<file path="src/rtl/clkmc_pkg.sv">
// clkmc_pkg: constants shared by the clock multiplier control block
package clkmc_pkg;
    // ======================================================================
    // timing
    localparam int CLK_PERIOD_NS = 5;
    localparam int LOS_TIME_NS = 750000;
    localparam int LOS_CYCLES = LOS_TIME_NS / CLK_PERIOD_NS;
    localparam int CAL_TIME_NS = 10000;
    localparam int CAL_CYCLES = (CAL_TIME_NS + CLK_PERIOD_NS - 1) / CLK_PERIOD_NS;
    localparam int VALID_EDGES = 4;
    localparam int NUM_IN = 4;
    localparam int NUM_OUT = 5;
    localparam int CNT_W = 18;

    // ======================================================================
    // register map (byte addresses)
    localparam logic [7:0] REG_CTRL = 8'h00;
    localparam logic [7:0] REG_DIV = 8'h04;
    localparam logic [7:0] REG_STATUS = 8'h08;
    localparam logic [7:0] REG_PERIOD = 8'h0C;

    // ctrl fields
    localparam int CTRL_PWDN_LSB = 0;
    localparam int CTRL_BYPASS_BIT = 8;
    localparam logic [31:0] CTRL_RESET = 32'h0000_0000;
    // div fields: divider for output 3 in [7:0], output 4 in [15:8]
    localparam int DIV_A_LSB = 0;
    localparam int DIV_B_LSB = 8;
    localparam int DIV_W = 8;
    localparam logic [31:0] DIV_RESET = 32'h0000_0101;
    // status fields
    localparam int STAT_LOS_LSB = 0;
    localparam int STAT_FROZEN_BIT = 4;
    localparam int STAT_CAL_BIT = 5;
    localparam int STAT_SEL_LSB = 6;
    localparam int STAT_TBL_LSB = 8;
    localparam int STAT_BW_LSB = 10;

    // ======================================================================
    // three-level pin code as sampled: 00 low, 01 middle, 10 high, 11 floating
    localparam logic [1:0] LVL_LOW = 2'h0;
    localparam logic [1:0] LVL_MID = 2'h1;
    localparam logic [1:0] LVL_HIGH = 2'h2;

    typedef enum logic [1:0] {CLKMC_TBL_SONET, CLKMC_TBL_DATACOM, CLKMC_TBL_XLATE} clkmc_tbl_e;
    typedef enum logic [1:0] {CLKMC_ST_CAL, CLKMC_ST_TRACK, CLKMC_ST_FROZEN} clkmc_state_e;

    // multiplication per table, as a right shift of the measured input period
    localparam int SHIFT_SONET = 2;
    localparam int SHIFT_DATACOM = 1;
    localparam int SHIFT_XLATE = 3;
endpackage

</file>
<file path="src/rtl/clkmc_top.sv">
// clkmc_top: pin-configured control around a frequency-multiplying clock synthesizer
`timescale 1ns/1ps
module clkmc_top #(
    parameter int LOS_CYC = clkmc_pkg::LOS_CYCLES,
    parameter int CAL_CYC = clkmc_pkg::CAL_CYCLES
) (
    // clock and reset
    input wire logic hclk,
    input wire logic hresetn,
    // ahb-lite slave
    input wire logic hsel,
    input wire logic [31:0] haddr,
    input wire logic [1:0] htrans,
    input wire logic hwrite,
    input wire logic [2:0] hsize,
    input wire logic [31:0] hwdata,
    input wire logic hready,
    output logic [31:0] hrdata,
    output logic hreadyout,
    output logic hresp,
    // configuration pins, asynchronous to hclk
    input wire logic [1:0] freq_table_select,
    input wire logic [1:0] loop_bandwidth_select,
    input wire logic switch_mode_choice,
    input wire logic [1:0] input_select,
    // clock inputs, sampled as levels
    input wire logic [3:0] clock_input_n,
    // clock outputs with enable, and alarms
    output logic [4:0] clock_output_n,
    output logic [4:0] clock_output_oe,
    output logic [3:0] input_invalid_flag,
    output logic frozen
);
    localparam int CW = clkmc_pkg::CNT_W;

    if (LOS_CYC < 2 || LOS_CYC >= (1 << CW) || CAL_CYC < 1 || CAL_CYC >= (1 << CW)) begin : g_chk
        $error("clkmc_top: count parameters out of range");
    end

    // ======================================================================
    // pin synchronisers
    logic [10:0] pin_s1_r;
    logic [10:0] pin_s2_r;
    logic [3:0] clk_prev_r;
    always_ff @(posedge hclk or negedge hresetn) begin
        if (!hresetn) begin
            pin_s1_r <= '0;
            pin_s2_r <= '0;
            clk_prev_r <= '0;
        end else begin
            pin_s1_r <= {freq_table_select, loop_bandwidth_select, switch_mode_choice, input_select, clock_input_n};
            pin_s2_r <= pin_s1_r;
            clk_prev_r <= pin_s2_r[3:0];
        end
    end
    wire logic [3:0] clk_in = pin_s2_r[3:0];
    wire logic [1:0] sel_pin = pin_s2_r[5:4];
    wire logic manual_mode = pin_s2_r[6];
    wire logic [1:0] bw_pin = pin_s2_r[8:7];
    wire logic [1:0] tbl_pin = pin_s2_r[10:9];
    wire logic [3:0] clk_rise = clk_in & ~clk_prev_r;

    // ======================================================================
    // table decode
    function automatic clkmc_pkg::clkmc_tbl_e decode_table(input logic [1:0] lvl);
        if (lvl == clkmc_pkg::LVL_LOW) begin
            decode_table = clkmc_pkg::CLKMC_TBL_SONET;
        end else if (lvl == clkmc_pkg::LVL_HIGH) begin
            decode_table = clkmc_pkg::CLKMC_TBL_XLATE;
        end else begin
            // middle or floating both give datacom
            decode_table = clkmc_pkg::CLKMC_TBL_DATACOM;
        end
    endfunction

    function automatic logic [4:0] table_shift(input clkmc_pkg::clkmc_tbl_e t);
        case (t)
            clkmc_pkg::CLKMC_TBL_SONET: table_shift = 5'(clkmc_pkg::SHIFT_SONET);
            clkmc_pkg::CLKMC_TBL_XLATE: table_shift = 5'(clkmc_pkg::SHIFT_XLATE);
            default: table_shift = 5'(clkmc_pkg::SHIFT_DATACOM);
        endcase
    endfunction

    clkmc_pkg::clkmc_tbl_e table_now;
    assign table_now = decode_table(tbl_pin);

    // ======================================================================
    // loss-of-signal monitors, one per input
    logic [CW-1:0] gap_cnt_r [clkmc_pkg::NUM_IN];
    logic [2:0] good_cnt_r [clkmc_pkg::NUM_IN];
    logic [3:0] los_r;
    for (genvar i = 0; i < clkmc_pkg::NUM_IN; i++) begin : g_los
        always_ff @(posedge hclk or negedge hresetn) begin
            if (!hresetn) begin
                gap_cnt_r[i] <= '0;
                good_cnt_r[i] <= '0;
                los_r[i] <= 1'b0;
            end else if (clk_rise[i]) begin
                gap_cnt_r[i] <= '0;
                // alarm holds until enough regular edges validate the input
                if (los_r[i] && good_cnt_r[i] == 3'(clkmc_pkg::VALID_EDGES - 1)) begin
                    los_r[i] <= 1'b0;
                    good_cnt_r[i] <= '0;
                end else if (los_r[i]) begin
                    good_cnt_r[i] <= good_cnt_r[i] + 3'h1;
                end
            end else if (gap_cnt_r[i] == CW'(LOS_CYC - 1)) begin
                los_r[i] <= 1'b1;
                good_cnt_r[i] <= '0;
            end else begin
                gap_cnt_r[i] <= gap_cnt_r[i] + CW'(1);
            end
        end
    end
    assign input_invalid_flag = los_r;

    // ======================================================================
    // input selection: manual pins, or the first input without alarm
    logic [1:0] auto_sel;
    always_comb begin
        auto_sel = 2'h0;
        for (int k = clkmc_pkg::NUM_IN - 1; k >= 0; k--) begin
            if (!los_r[k]) begin
                auto_sel = 2'(k);
            end
        end
    end
    logic [1:0] act_sel_r;
    always_ff @(posedge hclk or negedge hresetn) begin
        if (!hresetn) begin
            act_sel_r <= 2'h0;
        end else begin
            act_sel_r <= manual_mode ? sel_pin : auto_sel;
        end
    end
    wire logic sel_clk = clk_in[act_sel_r];
    wire logic sel_rise = clk_rise[act_sel_r];
    wire logic sel_los = los_r[act_sel_r];

    // ======================================================================
    // calibration, tracking and freeze
    clkmc_pkg::clkmc_state_e state_r;
    logic [CW-1:0] cal_cnt_r;
    logic [CW-1:0] meas_cnt_r;
    logic [CW-1:0] nco_half_r;
    logic [CW:0] diff;
    logic [CW-1:0] target;
    // every input shares one rate, so only the selected one is measured
    assign target = (meas_cnt_r >> (table_shift(table_now) + 5'h1)) | CW'(1);
    assign diff = {1'b0, target} - {1'b0, nco_half_r};

    always_ff @(posedge hclk or negedge hresetn) begin
        if (!hresetn) begin
            state_r <= clkmc_pkg::CLKMC_ST_CAL;
            cal_cnt_r <= '0;
        end else begin
            case (state_r)
                clkmc_pkg::CLKMC_ST_CAL: begin
                    if (cal_cnt_r == CW'(CAL_CYC - 1)) begin
                        state_r <= clkmc_pkg::CLKMC_ST_TRACK;
                    end else begin
                        cal_cnt_r <= cal_cnt_r + CW'(1);
                    end
                end
                clkmc_pkg::CLKMC_ST_TRACK: begin
                    if (sel_los) begin
                        state_r <= clkmc_pkg::CLKMC_ST_FROZEN;
                    end
                end
                default: begin
                    if (!sel_los) begin
                        state_r <= clkmc_pkg::CLKMC_ST_TRACK;
                    end
                end
            endcase
        end
    end
    assign frozen = (state_r == clkmc_pkg::CLKMC_ST_FROZEN);

    // period of the selected input in hclk cycles
    logic [CW-1:0] per_cnt_r;
    logic meas_new_r;
    always_ff @(posedge hclk or negedge hresetn) begin
        if (!hresetn) begin
            per_cnt_r <= '0;
            meas_cnt_r <= '0;
            meas_new_r <= 1'b0;
        end else begin
            meas_new_r <= sel_rise;
            if (sel_rise) begin
                meas_cnt_r <= per_cnt_r;
                per_cnt_r <= CW'(1);
            end else if (per_cnt_r != '1) begin
                per_cnt_r <= per_cnt_r + CW'(1);
            end
        end
    end

    // loop update: bandwidth code sets the step, a wider code a faster loop
    always_ff @(posedge hclk or negedge hresetn) begin
        if (!hresetn) begin
            nco_half_r <= CW'(1);
        end else if (state_r == clkmc_pkg::CLKMC_ST_TRACK && meas_new_r && !sel_los) begin
            nco_half_r <= nco_half_r + CW'($signed(diff) >>> (3'h4 - {1'b0, bw_pin}));
        end
        // frozen: the half period simply holds its last value
    end

    // ======================================================================
    // synthesizer stand-in and output dividers
    logic [CW-1:0] nco_cnt_r;
    logic synth_r;
    logic synth_tgl;
    always_ff @(posedge hclk or negedge hresetn) begin
        if (!hresetn) begin
            nco_cnt_r <= '0;
            synth_r <= 1'b0;
        end else if (nco_cnt_r >= nco_half_r - CW'(1)) begin
            nco_cnt_r <= '0;
            synth_r <= ~synth_r;
        end else begin
            nco_cnt_r <= nco_cnt_r + CW'(1);
        end
    end
    assign synth_tgl = (nco_cnt_r >= nco_half_r - CW'(1));

    logic [31:0] ctrl_r;
    logic [31:0] div_r;
    logic [clkmc_pkg::DIV_W-1:0] dcnt_r [2];
    logic [1:0] sub_r;
    for (genvar j = 0; j < 2; j++) begin : g_div
        wire logic [clkmc_pkg::DIV_W-1:0] n = j == 0 ?
            div_r[clkmc_pkg::DIV_A_LSB +: clkmc_pkg::DIV_W] : div_r[clkmc_pkg::DIV_B_LSB +: clkmc_pkg::DIV_W];
        always_ff @(posedge hclk or negedge hresetn) begin
            if (!hresetn) begin
                dcnt_r[j] <= '0;
                sub_r[j] <= 1'b0;
            end else if (synth_tgl) begin
                // a divisor of 0 or 1 passes the common rate
                if (dcnt_r[j] + 8'h1 >= n) begin
                    dcnt_r[j] <= '0;
                    sub_r[j] <= ~sub_r[j];
                end else begin
                    dcnt_r[j] <= dcnt_r[j] + 8'h1;
                end
            end
        end
    end

    wire logic bypass = ctrl_r[clkmc_pkg::CTRL_BYPASS_BIT];
    wire logic [4:0] pwdn = ctrl_r[clkmc_pkg::CTRL_PWDN_LSB +: clkmc_pkg::NUM_OUT];
    wire logic run = (state_r != clkmc_pkg::CLKMC_ST_CAL);
    // a closed enable also holds its data low, so nothing toggles behind a disabled pad
    wire logic [4:0] out_en = {5{run}} & ~pwdn;
    always_ff @(posedge hclk or negedge hresetn) begin
        if (!hresetn) begin
            clock_output_n <= '0;
            clock_output_oe <= '0;
        end else begin
            if (bypass) begin
                clock_output_n <= {5{sel_clk}} & out_en;
            end else begin
                clock_output_n <= {sub_r, {3{synth_r}}} & out_en;
            end
            clock_output_oe <= out_en;
        end
    end

    // ======================================================================
    // ahb-lite slave, zero wait states, always okay
    logic wr_pend_r;
    logic [7:0] wr_addr_r;
    wire logic take = hsel && htrans[1] && hready;
    always_ff @(posedge hclk or negedge hresetn) begin
        if (!hresetn) begin
            wr_pend_r <= 1'b0;
            wr_addr_r <= '0;
        end else begin
            wr_pend_r <= take && hwrite;
            wr_addr_r <= haddr[7:0];
        end
    end

    always_ff @(posedge hclk or negedge hresetn) begin
        if (!hresetn) begin
            ctrl_r <= clkmc_pkg::CTRL_RESET;
            div_r <= clkmc_pkg::DIV_RESET;
        end else if (wr_pend_r) begin
            if (wr_addr_r == clkmc_pkg::REG_CTRL) begin
                ctrl_r <= hwdata & 32'h0000_011F;
            end else if (wr_addr_r == clkmc_pkg::REG_DIV) begin
                div_r <= hwdata & 32'h0000_FFFF;
            end
        end
    end

    logic [31:0] status;
    always_comb begin
        status = '0;
        status[clkmc_pkg::STAT_LOS_LSB +: 4] = los_r;
        status[clkmc_pkg::STAT_FROZEN_BIT] = frozen;
        status[clkmc_pkg::STAT_CAL_BIT] = run;
        status[clkmc_pkg::STAT_SEL_LSB +: 2] = act_sel_r;
        status[clkmc_pkg::STAT_TBL_LSB +: 2] = table_now;
        status[clkmc_pkg::STAT_BW_LSB +: 2] = bw_pin;
    end

    always_ff @(posedge hclk or negedge hresetn) begin
        if (!hresetn) begin
            hrdata <= '0;
        end else if (take && !hwrite) begin
            if (haddr[7:0] == clkmc_pkg::REG_CTRL && haddr[31:8] == '0) begin
                hrdata <= ctrl_r;
            end else if (haddr[7:0] == clkmc_pkg::REG_DIV && haddr[31:8] == '0) begin
                hrdata <= div_r;
            end else if (haddr[7:0] == clkmc_pkg::REG_STATUS && haddr[31:8] == '0) begin
                hrdata <= status;
            end else if (haddr[7:0] == clkmc_pkg::REG_PERIOD && haddr[31:8] == '0) begin
                hrdata <= {{(32 - CW){1'b0}}, nco_half_r};
            end else begin
                hrdata <= '0;
            end
        end
    end
    assign hreadyout = 1'b1;
    assign hresp = 1'b0;
endmodule // clkmc_top
</file>
<file path="config.mk">
export PLATFORM = sky130hd
export DESIGN_NAME = clkmc_top
export DESIGN_NICKNAME = d
export VERILOG_FILES = /design/src/rtl/clkmc_pkg.sv /design/src/rtl/clkmc_top.sv
export SDC_FILE = /design/constraint.sdc
export NUM_CORES = 1
export LEC_CHECK = 0
export ABC_AREA = 1
export BUFFER_PORTS_ARGS = -buffer_cell sky130_fd_sc_hd__clkbuf_2
export CAP_MARGIN = 20
export CELL_PAD_IN_SITES_DETAIL_PLACEMENT = 0
export CELL_PAD_IN_SITES_GLOBAL_PLACEMENT = 1
export CORE_ASPECT_RATIO = 0.9
export CORE_MARGIN = 4
export CORE_UTILIZATION = 41
export DETAILED_ROUTE_END_ITERATION = 7
export PLACE_DENSITY = 0.86
export SYNTH_ARGS = -nofsm -noshare
export SYNTH_HDL_FRONTEND = slang
export SYNTH_SLANG_ARGS = --single-unit
</file>
<file path="constraint.sdc">
create_clock -name hclk -period 4.1 [get_ports hclk]
set_input_delay 0.41 -clock hclk [delete_from_list [all_inputs] [get_ports hclk]]
set_output_delay 0.41 -clock hclk [all_outputs]
set_load 0.005 [all_outputs]
</file>
==> key figures, run 1 <==
Power and ir drop
  – Switching Fraction: roughly a quarter
  – Pint: about 5.2 mW
  – P_sw: around 1.8 mW
  – Combinational share of power: 13.9%
  – Clock network fraction of total power: a little over two fifths
  – Leakage power: around 9.8 nW
  – PD cells: around 340 nW/µm²
  – Seq pwr share: between 40 and 50%
  – Max rail drop VDD: between 400 and 500 µV

Synth
  – Synth Instances: a little over 2k
  – Avg Cell Area, Syn: ~8.1 µm²
  – Flops & latches, synth: about 280
  – Post-synthesis sequential area ratio: between 40% and 50%
  – Area of the mapped netlist: about 17000 µm²
  – Main synth FF type: dfrtp_1
  – Netlist cell types: 67
  – Synth Warn #: 0
  – Number of synthesized flops with an enable pin: 0
  – Post-synth ARST share: 100%

Routing
  – Starting DRT DRC Count: between 1k and 1.5k
  – Antenna Nets Post-Route: 0
  – Vias: 14.6k
  – Pre-Repair DR Iteration Count: 5
  – Residual DRC: 0
  – Final WL: 42.8 mm
  – Avg WL per Cell: between 15 and 20 µm
  – Via/cell ratio: a little over 5

Timing
  – Final setup violation count: 11
  – Measured slew at the worst slew-check pin: about 1000 ps
  – Minimum clock period: between 4000 and 5000 ps
  – Max-slew headroom: between 20% and 30%
  – Final hold viol count: 0
  – Clock Skews: about 10 ps
  – Unrepaired setup endpoints after global routing: true
  – Final period util: 105%
  – Final worst setup slack: -193 ps
  – Max Clk Rate: 0.233 GHz
  – Slew Limit Fails: 0
  – Post-Route Setup TNS: -1250 ps

Setup path
  – CP Data Arrival Time: 4710 ps
  – Worst reg2reg path depth: 27
  – Slowest cell on crit path: dfrtp_1
  – Max incr delay on CP: about 420 ps
  – Worst Setup Start Kind: register
  – Most Frequent Cell on Critical Path: a21oi_2
  – Type of the worst setup path: reg -> reg
  – CP endpoint kind: register
  – Critical Path RT: about 4500 ps
  – CP max FO: 12

Finish
  – Area grow syn2layout: 22.3%
  – Layout Cells excl Fill: between 2k and 3k
  – Share of layout cells above drive strength 1: between 20% and 30%
  – Nets: around 2.5k
  – Final Util: 51.1%

Clock tree
  – Clock sinks: 284
  – CTS clk-pin slew, worst paths: roughly 60 ps
  – Root buf cell: clkbuf_16
  – TritonCTS clock tree: built
  – Worst skew pair latency: around 560 ps
  – CTS Buffer Depth: 3
  – CTS buffer count: 31
  – H-tree depth: 1

Floorplanning
  – Core outline area: ~40000 µm²
  – I/O pin cnt: about 130
  – Row count: 69
  – Die width: 220 µm
  – Starting Density: 41.8%
  – Die footprint: 43800 µm²
  – Die Y: around 200 µm

Global routing
  – Overall global routing resource usage: about 19%
  – Vias in the first global route: around 14k
  – Largest net degree at the start of global routing: about 110
  – Remaining Overflow, GRT: 0
  – Initial antenna violation count: 1
  – First-pass GRT wire length: a little over 70 mm

Worst hold path
  – Hold path cells: 1
  – Hold WC Path Type: in -> reg

Placed design
  – Buffers on Ports: between 90 and 100
  – Routability cong.: approximately 0.87
  – Final HPWL from detailed placement: between 30 and 40 mm
  – # placed instances: between 2k and 3k

Status
  – Violated checks: setup timing
  – Outcome: finished with violations

Job
  – Max cap viols: 0
-- synthesized netlist by cell type, types with 5 or more instances --
cell type | n | area [µm²]
nand2_1 | 375 | 1410
dfrtp_1 | 281 | 7030
inv_1 | 254 | 953
nor2_1 | 189 | 709
a21oi_1 | 121 | 606
nand3_1 | 112 | 561
o21ai_0 | 109 | 546
ha_1 | 83 | 1040
xor2_1 | 57 | 499
o21ai_1 | 56 | 280
nor3_1 | 51 | 255
nand4_1 | 28 | 175
inv_2 | 24 | 90.1
nor2_2 | 24 | 150
xnor2_1 | 20 | 175
buf_2 | 19 | 95.1
nand2_2 | 19 | 119
nor4_1 | 19 | 119
o22ai_1 | 19 | 119
buf_4 | 18 | 135
clkbuf_1 | 17 | 63.8
a211oi_1 | 16 | 120
nand3_2 | 15 | 150
nor3_2 | 10 | 100
a221oi_1 | 9 | 78.8
nand3b_1 | 7 | 52.6
nor4_2 | 6 | 75.1
o211ai_1 | 6 | 45.0
o31ai_1 | 6 | 45.0
a22oi_1 | 5 | 37.5
a31oi_1 | 5 | 31.3
clkinv_1 | 5 | 18.8
o21bai_1 | 5 | 37.5
o221ai_1 | 5 | 43.8
-- flip-flops by register name, summed over array words and instances (netlist names), 4 cells and up --
name,count
meas_cnt_r,15
wr_addr_r,8
good_cnt_r,12
dcnt_r,16
per_cnt_r,18
nco_cnt_r,18
ctrl_r,6
clk_prev_r,4
cal_cnt_r,18
clock_output_oe,5
hrdata,18
pin_s1_r,11
pin_s2_r,11
clock_output_n,5
input_invalid_flag,4
div_r,16
gap_cnt_r,72
nco_half_r,18
-- worst paths after layout --
kind                                   from              to  slack [ps]
worst min-delay path               haddr[3]    wr_addr_r[3]          30
min in group asynchronous           hresetn   gap_cnt_r[31]         490
worst max register to register  pin_s2_r[9]  nco_half_r[12]        -190
worst min register to register  pin_s1_r[6]     pin_s2_r[6]         350
max in group asynchronous           hresetn   nco_half_r[0]        2620
worst max-delay path            pin_s2_r[9]  nco_half_r[12]        -190
-- per-stage QoR --
| stage | hold WS [ps] | power [mW] | instance area (µm²) | setup WS (ps) |
|---|---|---|---|---|
| after floorplan | 114 | 3.55 | 16700 | 25.7 |
| after global placement | 332 | 3.84 | 18300 | -221 |
| after detailed placement | 335 | 3.88 | 18300 | -286 |
| after CTS | 15.4 | 6.90 | 19800 | -104 |
| after global routing | 21.6 | 7.25 | 20300 | -473 |
| final | 29.7 | 6.92 | 20300 | -193 |
-- cells by family after synthesis --
group | Yosys count | share of synthesized area, %
other | 2 | 0.0452
AO/OA/AOI/OAI | 389 | 13.4
multiplexers | 4 | 0.248
flip-flops | 284 | 42.8
AND/OR/NAND/NOR | 879 | 24.8
buffers and inverters | 339 | 8.25
adder cells (fa/ha/maj) | 85 | 6.49
XOR/XNOR | 77 | 4.06
-- power groups by stage --
stage	combinational (mW)	clock, mW	sequential [mW]
5_1_grt	1.08	3.14	3.02
4_1_cts	0.883	3.01	3.01
2_1_floorplan	0.522	0	3.03
3_5_place_dp	0.822	0	3.05
6_report	0.964	2.95	3.01
3_3_place_gp	0.794	0	3.05
-- worst max-delay path: cells and delay by family (launching register included) --
family	cells	cell delay, ps
AOI/OAI and AO/OA	8	1010
buffers and inverters	6	840
DFF	1	420
and+or+nand+nor	8	720
adders and majority gates	2	640
xor gates and xnor gates	2	310
muxes	1	190
-- cell usage in the layout (no fill, tap or decap), drive strengths merged, types with 19 or more instances in the layout --
cell	count
buf	131
a21oi	123
nor3	64
nand3	127
dfrtp	281
inv	278
nand4	28
ha	83
xnor2	20
nor4	27
nand2	394
o22ai	19
xor2	57
nor2	217
o21ai	168
clkbuf	145
dlygate4sd3	19
-- final cells by class --
type,count,area (µm²)
multi-input combinational,1452,8680
fill,3664,19500
clock inverter,7,135
sequential,284,7110
clock buffer,49,953
inverter,283,1060
antenna,1,2.50
tap,532,666
timing repair buffer,246,1730
-- what timing repair did --
| action | CTS | global route |
|---|---|---|
| endpoints found under the hold margin | 121 | 0 |
| resized for setup | 39 | 80 |
| setup buffers | 17 | 19 |
| hold buffers | 19 | 0 |
| pin swaps | 34 | 29 |
| setup endpoints to repair | 10 | 32 |
-- layer usage --
metal / GRT usage, % / vias up / share of wire (%)
met2: 31.3 / 287 / 46
met5: 0 / - / 0
met3: 3.22 / 62 / 4.8
met1: 27.5 / 6974 / 47
li1: - / 7307 / -
met4: 4.58 / 0 / 2.3
Note: power is estimated with default switching activity, not from simulation.
==> inputs of run 2 (changes only) <==
--- a/config.mk
+++ b/config.mk
@@ -8,13 +8,11 @@
 export ABC_AREA = 1
 export BUFFER_PORTS_ARGS = -buffer_cell sky130_fd_sc_hd__clkbuf_2
 export CAP_MARGIN = 20
-export CELL_PAD_IN_SITES_DETAIL_PLACEMENT = 0
-export CELL_PAD_IN_SITES_GLOBAL_PLACEMENT = 1
 export CORE_ASPECT_RATIO = 0.9
 export CORE_MARGIN = 4
-export CORE_UTILIZATION = 41
+export CORE_UTILIZATION = 55
 export DETAILED_ROUTE_END_ITERATION = 7
-export PLACE_DENSITY = 0.86
+export PLACE_DENSITY = 0.87
 export SYNTH_ARGS = -nofsm -noshare
 export SYNTH_HDL_FRONTEND = slang
 export SYNTH_SLANG_ARGS = --single-unit
==> run 2 against run 1 <==
The run still ends with setup timing left. Setup slack got worse by 94 ps. Non-clock buffer count decreased by 19. Utilization increased by 16 points. Die area decreased by 25%. Critical path type unchanged.
==> key figures, run 2 (synthesized netlist as in run 1, its figures left out) <==
Global routing
  – First-pass GRT wire length: between 70 and 80 mm
  – Largest net degree at the start of global routing: about 130
  – Vias in the first global route: roughly 15k
  – Remaining Overflow, GRT: 0
  – Initial antenna violation count: 0
  – Overall global routing resource usage: ~26%

Finish
  – Nets: 2447
  – Filler cells: ~2.2k
  – Max reg flops: a little over 70
  – # diodes: 0
  – Most frequent cells in the layout: nand2_1 (358), dfrtp_1 (280), inv_1 (243), nor2_1 (183), o21ai_0 (103)
  – Final Util: approximately two thirds
  – Final instance area: approximately 20000 µm²
  – Commonest non-fill, non-tap cell in the layout: nand2_1
  – Multi-input logic area: a little under 9000 µm²
  – Area grow syn2layout: 20.9%
  – Storage element area: about 7100 µm²
  – Largest register by flop count: gap_cnt_r
  – Share of layout cells above drive strength 1: a little over a fifth

Power and ir drop
  – Leakage power: between 9 and 10 nW
  – PD cells: 337 nW/µm²
  – Max rail drop VDD: about 310 µV

Timing
  – Final worst setup slack: -287 ps
  – Measured slew at the worst slew-check pin: between 1000 and 1500 ps
  – Final period util: 107%
  – Slew Limit Fails: 0
  – Max-slew headroom: approximately 33%
  – Clock Skews: about 17 ps
  – Final hold viol count: 0
  – Final setup violation count: 10
  – Max Clk Rate: roughly 0.23 GHz
  – Unrepaired setup endpoints after global routing: true
  – Hold slack: 41.5 ps
  – Minimum clock period: ~4400 ps

Routing
  – Pre-Repair DR Iteration Count: 7
  – Starting DRT DRC Count: 1329
  – Final WL: around 45 mm
  – Avg WL per Cell: around 17 µm
  – Via/cell ratio: 5.70
  – Antenna Nets Post-Route: 0
  – Vias: ~15k
  – Residual DRC: 0

Floorplanning
  – Starting Density: a little under three fifths
  – Core outline area: ~30000 µm²
  – Die Y: around 170 µm
  – I/O pin cnt: between 100 and 150
  – Die footprint: about 33000 µm²
  – Die width: 191 µm
  – Row count: 60

Clock tree
  – Root buf cell: clkbuf_16
  – CTS buffer count: 28
  – H-tree depth: 1
  – TritonCTS clock tree: built
  – CTS Buffer Depth: 3
  – Worst skew pair latency: around 570 ps
  – Clock sinks: 284
  – CTS clk-pin slew, worst paths: around 70 ps

Setup path
  – CP delay by family, top: simple AND/OR/NAND/NOR gates
  – CP endpoint kind: register
  – Slowest cell on crit path: dfrtp_2
  – R2r setup slk: -290 ps
  – CP bufs+invs: 5
  – CP max FO: 8
  – Worst Setup Start Kind: register
  – Type of the worst setup path: reg -> reg
  – Most Frequent Cell on Critical Path: nand2_1
  – Critical Path RT: around 4500 ps
  – CP Data Arrival Time: 4800 ps
  – Max incr delay on CP: about 450 ps

Placed design
  – Routability cong.: 0.944
  – Buffers on Ports: between 90 and 100
  – Final HPWL from detailed placement: 31.4 mm
  – Cell area after placement: about 18000 µm²

Worst hold path
  – Hold WC Path Type: in -> reg

Status
  – Outcome: finished with violations
  – Violated checks: setup timing

Job
  – Max cap viols: 0
[run 2: cell count changes in the layout (fill, tap and decap cells not counted), moves of 3 or more]
cell | previous run | this run
a21oi_1 | 103 | 100
a21oi_4 | 0 | 4
buf_4 | 117 | 101
clkbuf_1 | 7 | 4
clkbuf_8 | 11 | 5
clkinvlp_4 | 0 | 3
ha_1 | 77 | 73
ha_2 | 1 | 4
inv_1 | 246 | 243
o21ai_1 | 52 | 49
o21ai_2 | 9 | 13
[run 2: per-layer routing]
metal  vias to the layer above  share of wire [%]  track usage [%]
met2                       678                 47             42.2
met5                         -                  0                0
li1                       7269                  -                -
met3                       166                7.7             4.93
met4                         0                4.5             7.99
met1                      7281                 40             34.4
[run 2: per-stage QoR]
step           worst slack [ps]  std cells  power (mW)  TNS, ps
4_1_cts                   -48.7       2681        6.66     -251
6_report                   -287       2702        6.78    -2170
3_3_place_gp              -79.7       2601        3.81     -170
2_1_floorplan              25.7       2075        3.55        0
5_1_grt                    -511       2702        7.04    -4850
3_5_place_dp               -255       2601        3.86    -1470
[run 2: final timing paths]
path / cells past startpoint / end / startpoint
max: 30 / nco_half_r[11] / pin_s2_r[9]
min: 1 / wr_addr_r[2] / haddr[2]
max reg2reg: 30 / nco_half_r[11] / pin_s2_r[9]
min reg2reg: 0 / pin_s2_r[5] / pin_s1_r[5]
max in group asynchronous: 3 / per_cnt_r[12] / hresetn
min in group asynchronous: 2 / gap_cnt_r[63] / hresetn
[run 2: area by class of cell]
class | count | area share (%)
multi-input cells | 1453 | 44.0
flip-flops and latches | 284 | 35.4
repair buffers | 227 | 7.84
inverters | 283 | 5.31
clock buffers | 37 | 3.90
well taps | 403 | 2.51
clock inverters | 15 | 1.03
[run 2: power by group]
| group | switching, mW | internal, mW |
|---|---|---|
| Combinational | 0.591 | 0.412 |
| Clock | 1.15 | 1.61 |
| Sequential | 0.0953 | 2.91 |
[run 2: repair_timing]
item                                    in CTS  in global routing
setup buffers                               10                 19
hold buffers                                18                  0
pin swaps                                   27                 55
endpoints found under the hold margin       33                  0
cloned                                       0                  2
endpoints found under the setup margin      10                 51
resized for setup                           50                104
[run 2: worst reg2reg max path, delay by kind of cell (launching register included)]
kind                       cells  cell delay [ps]
buffers and inverters          5              670
adders and majority gates      2              690
AOI/OAI and AO/OA              5              480
DFF                            1              450
and+or+nand+nor               16             1690
xor gates and xnor gates       2              270
==> inputs of run 3 (changes only) <==
--- a/config.mk
+++ b/config.mk
@@ -12,7 +12,7 @@
 export CORE_MARGIN = 4
 export CORE_UTILIZATION = 55
 export DETAILED_ROUTE_END_ITERATION = 7
-export PLACE_DENSITY = 0.87
+export PLACE_DENSITY = 0.79
 export SYNTH_ARGS = -nofsm -noshare
 export SYNTH_HDL_FRONTEND = slang
 export SYNTH_SLANG_ARGS = --single-unit
==> constraint.sdc (replaced) <==
create_clock -name hclk -period 3.8 [get_ports hclk]
set_input_delay 0.38 -clock hclk [delete_from_list [all_inputs] [get_ports hclk]]
set_output_delay 0.38 -clock hclk [all_outputs]
set_load 0.005 [all_outputs]
==> run 3 against run 2 <==
The flow still finishes with violations (setup timing). Total power increased by 13%. Setup slack worse by 190 ps. Cell count grew 2.7%. Sequential cell count stayed put. Die area did not move. Non-clock buffer count grew 65. Largest cell class unchanged.
==> key figures, run 3 (synthesized netlist as in run 1, its figures left out) <==
Worst hold path
  – Hold path cells: 1
  – Worst Hold End: wr_addr_r[3]
  – HP Start: haddr[3]
  – Hold WC Path Type: in -> reg

Setup path
  – Worst R2R End: nco_half_r[14]
  – Worst Setup Start Kind: register
  – Most Frequent Cell on Critical Path: nand2_1
  – R2r setup slk: -470 ps
  – Max incr delay on CP: 450 ps
  – Worst r2r src: pin_s2_r[9]
  – CP max FO: 5
  – Slowest cell on crit path: dfrtp_2
  – Type of the worst setup path: reg -> reg
  – CP endpoint kind: register
  – CP Data Arrival Time: ~4700 ps
  – Worst reg2reg path depth: 28
  – Critical Path RT: approximately 4200 ps

Clock tree
  – Root buf cell: clkbuf_16
  – CTS clk-pin slew, worst paths: about 70 ps
  – Worst skew pair latency: about 560 ps
  – H-tree depth: 1
  – Clock sinks: 284
  – CTS Buffer Depth: 3
  – TritonCTS clock tree: built
  – CTS buffer count: 30

Floorplanning
  – Row count: 60
  – Starting Density: between 50% and 60%
  – Die Y: ~170 µm
  – Die footprint: 33100 µm²
  – Die width: between 150 and 200 µm
  – Core outline area: ~30000 µm²
  – I/O pin cnt: 134

Finish
  – Max reg flops: 72
  – Most frequent cells in the layout: nand2_1 (350), dfrtp_1 (279), inv_1 (246), nor2_1 (183), buf_4 (158)
  – Largest register by flop count: gap_cnt_r
  – Final instance area: 20800 µm²
  – Nets: 2515
  – Area grow syn2layout: 25.4%
  – Share of layout cells above drive strength 1: 23.8%
  – Commonest non-fill, non-tap cell in the layout: nand2_1

Status
  – Violated checks: setup timing
  – Outcome: finished with violations

Global routing
  – Met1 usage: 36.2%
  – Initial antenna violation count: 2
  – Largest net degree at the start of global routing: 108
  – GR peak layer: met2
  – Met2 Use GR: a little over two fifths
  – Vias in the first global route: around 15k
  – Global routing usage on met3: 2.83%
  – First-pass GRT wire length: a little over 70 mm
  – Overall global routing resource usage: approximately a quarter
  – Remaining Overflow, GRT: 0

Routing
  – Final WL: 45.4 mm
  – Pre-Repair DR Iteration Count: 6
  – Via/cell ratio: between 5 and 6
  – Avg WL per Cell: 16.4 µm
  – Starting DRT DRC Count: about 1.3k
  – Vias: between 15k and 20k
  – Residual DRC: 0
  – Antenna Nets Post-Route: 0

Power and ir drop
  – PD cells: 366 nW/µm²
  – Leakage power: a little over 10 nW
  – Max rail drop VDD: around 420 µV

Placed design
  – Buffers on Ports: 97
  – Final HPWL from detailed placement: between 30 and 40 mm
  – Cell area after placement: roughly 18000 µm²
  – Routability cong.: roughly 0.96

Timing
  – Unrepaired setup endpoints after global routing: true
  – Final period util: 112%
  – Hold slack: around 17 ps
  – Clock Skews: roughly 10 ps
  – Final setup violation count: 12
  – Max Clk Rate: 0.234 GHz
  – Minimum clock period: ~4300 ps
  – Measured slew at the worst slew-check pin: 832 ps
  – Max-slew headroom: 44.3%
  – Final hold viol count: 0
  – Final worst setup slack: -474 ps
  – Slew Limit Fails: 0

Job
  – Max cap viols: 0
==> run 3: cell count changes in the layout (fill, tap and decap cells not counted), moves of 4 or more <==
cell	before	now
buf_4	101	158
a21oi_1	100	108
nand2_1	358	350
a21oi_2	19	14
buf_12	0	5
bufinv_16	4	8
clkbuf_1	4	0
inv_2	33	29
==> run 3: layout make-up <==
cell class,count,area (µm²)
Fill cell,2167,9030
Clock buffer,34,817
Tap cell,403,504
Multi-Input combinational cell,1453,8840
Antenna cell,2,5.00
Inverter,283,1080
Sequential cell,284,7110
Timing Repair Buffer,292,2130
Clock inverter,22,340
Timing Repair inverter,1,16.3
==> run 3: critical path: cells and delay by family (launching register included) <==
family / cells / cell delay, ps
adder cells (fa/ha/maj): 4 / 1170
AO/OA/AOI/OAI: 10 / 1270
buffers and inverters: 5 / 370
flip-flops: 1 / 450
AND/OR/NAND/NOR: 8 / 670
XOR/XNOR: 1 / 190
==> run 3: worst max-delay path by stage <==
stage	endpoint	start	slack (ps)
after floorplan	nco_half_r[14]	pin_s2_r[9]	-180
after global placement	nco_half_r[17]	pin_s2_r[9]	-360
after detailed placement	nco_half_r[17]	pin_s2_r[9]	-540
after CTS	nco_half_r[17]	pin_s2_r[9]	-350
after global routing	nco_half_r[14]	pin_s2_r[10]	-790
final	nco_half_r[14]	pin_s2_r[9]	-470
==> run 3: power breakdown <==
group,internal (mW),total (mW),switching (mW)
logic,0.425,1.02,0.592
clock network,2.10,3.38,1.28
registers,3.15,3.25,0.100
==> run 3: stage by stage <==
step           util (%)  cells  power (mW)  TNS [ps]  worst slack [ps]
2_1_floorplan         -   2075        3.84      -443              -185
3_3_place_gp       61.8   2654        4.16     -1970              -358
3_5_place_dp       61.8   2654        4.21     -4100              -536
4_1_cts            67.4   2745        7.61     -2620              -352
5_1_grt            69.8   2774        7.94    -10450              -787
6_report           69.8   2774        7.64     -4400              -474
==> run 3: routing by layer <==
metal / part of all wire [%] / vias to the layer above / wire length [µm]
li1: - / 7428 / -
met1: 42 / 7402 / 19100
met2: 47 / 604 / 21500
met3: 6.3 / 133 / 2850
met4: 4.0 / 0 / 1830
met5: 0 / - / 0
==> run 3: what timing repair did <==
item                       in CTS  in global routing
hold endpoints to repair      121                  0
resized for setup              42                109
pin swaps                      21                 60
setup buffers                  16                 24
setup endpoints to repair      39                 53
hold buffers                   19                  0
gates cloned                    0                  3
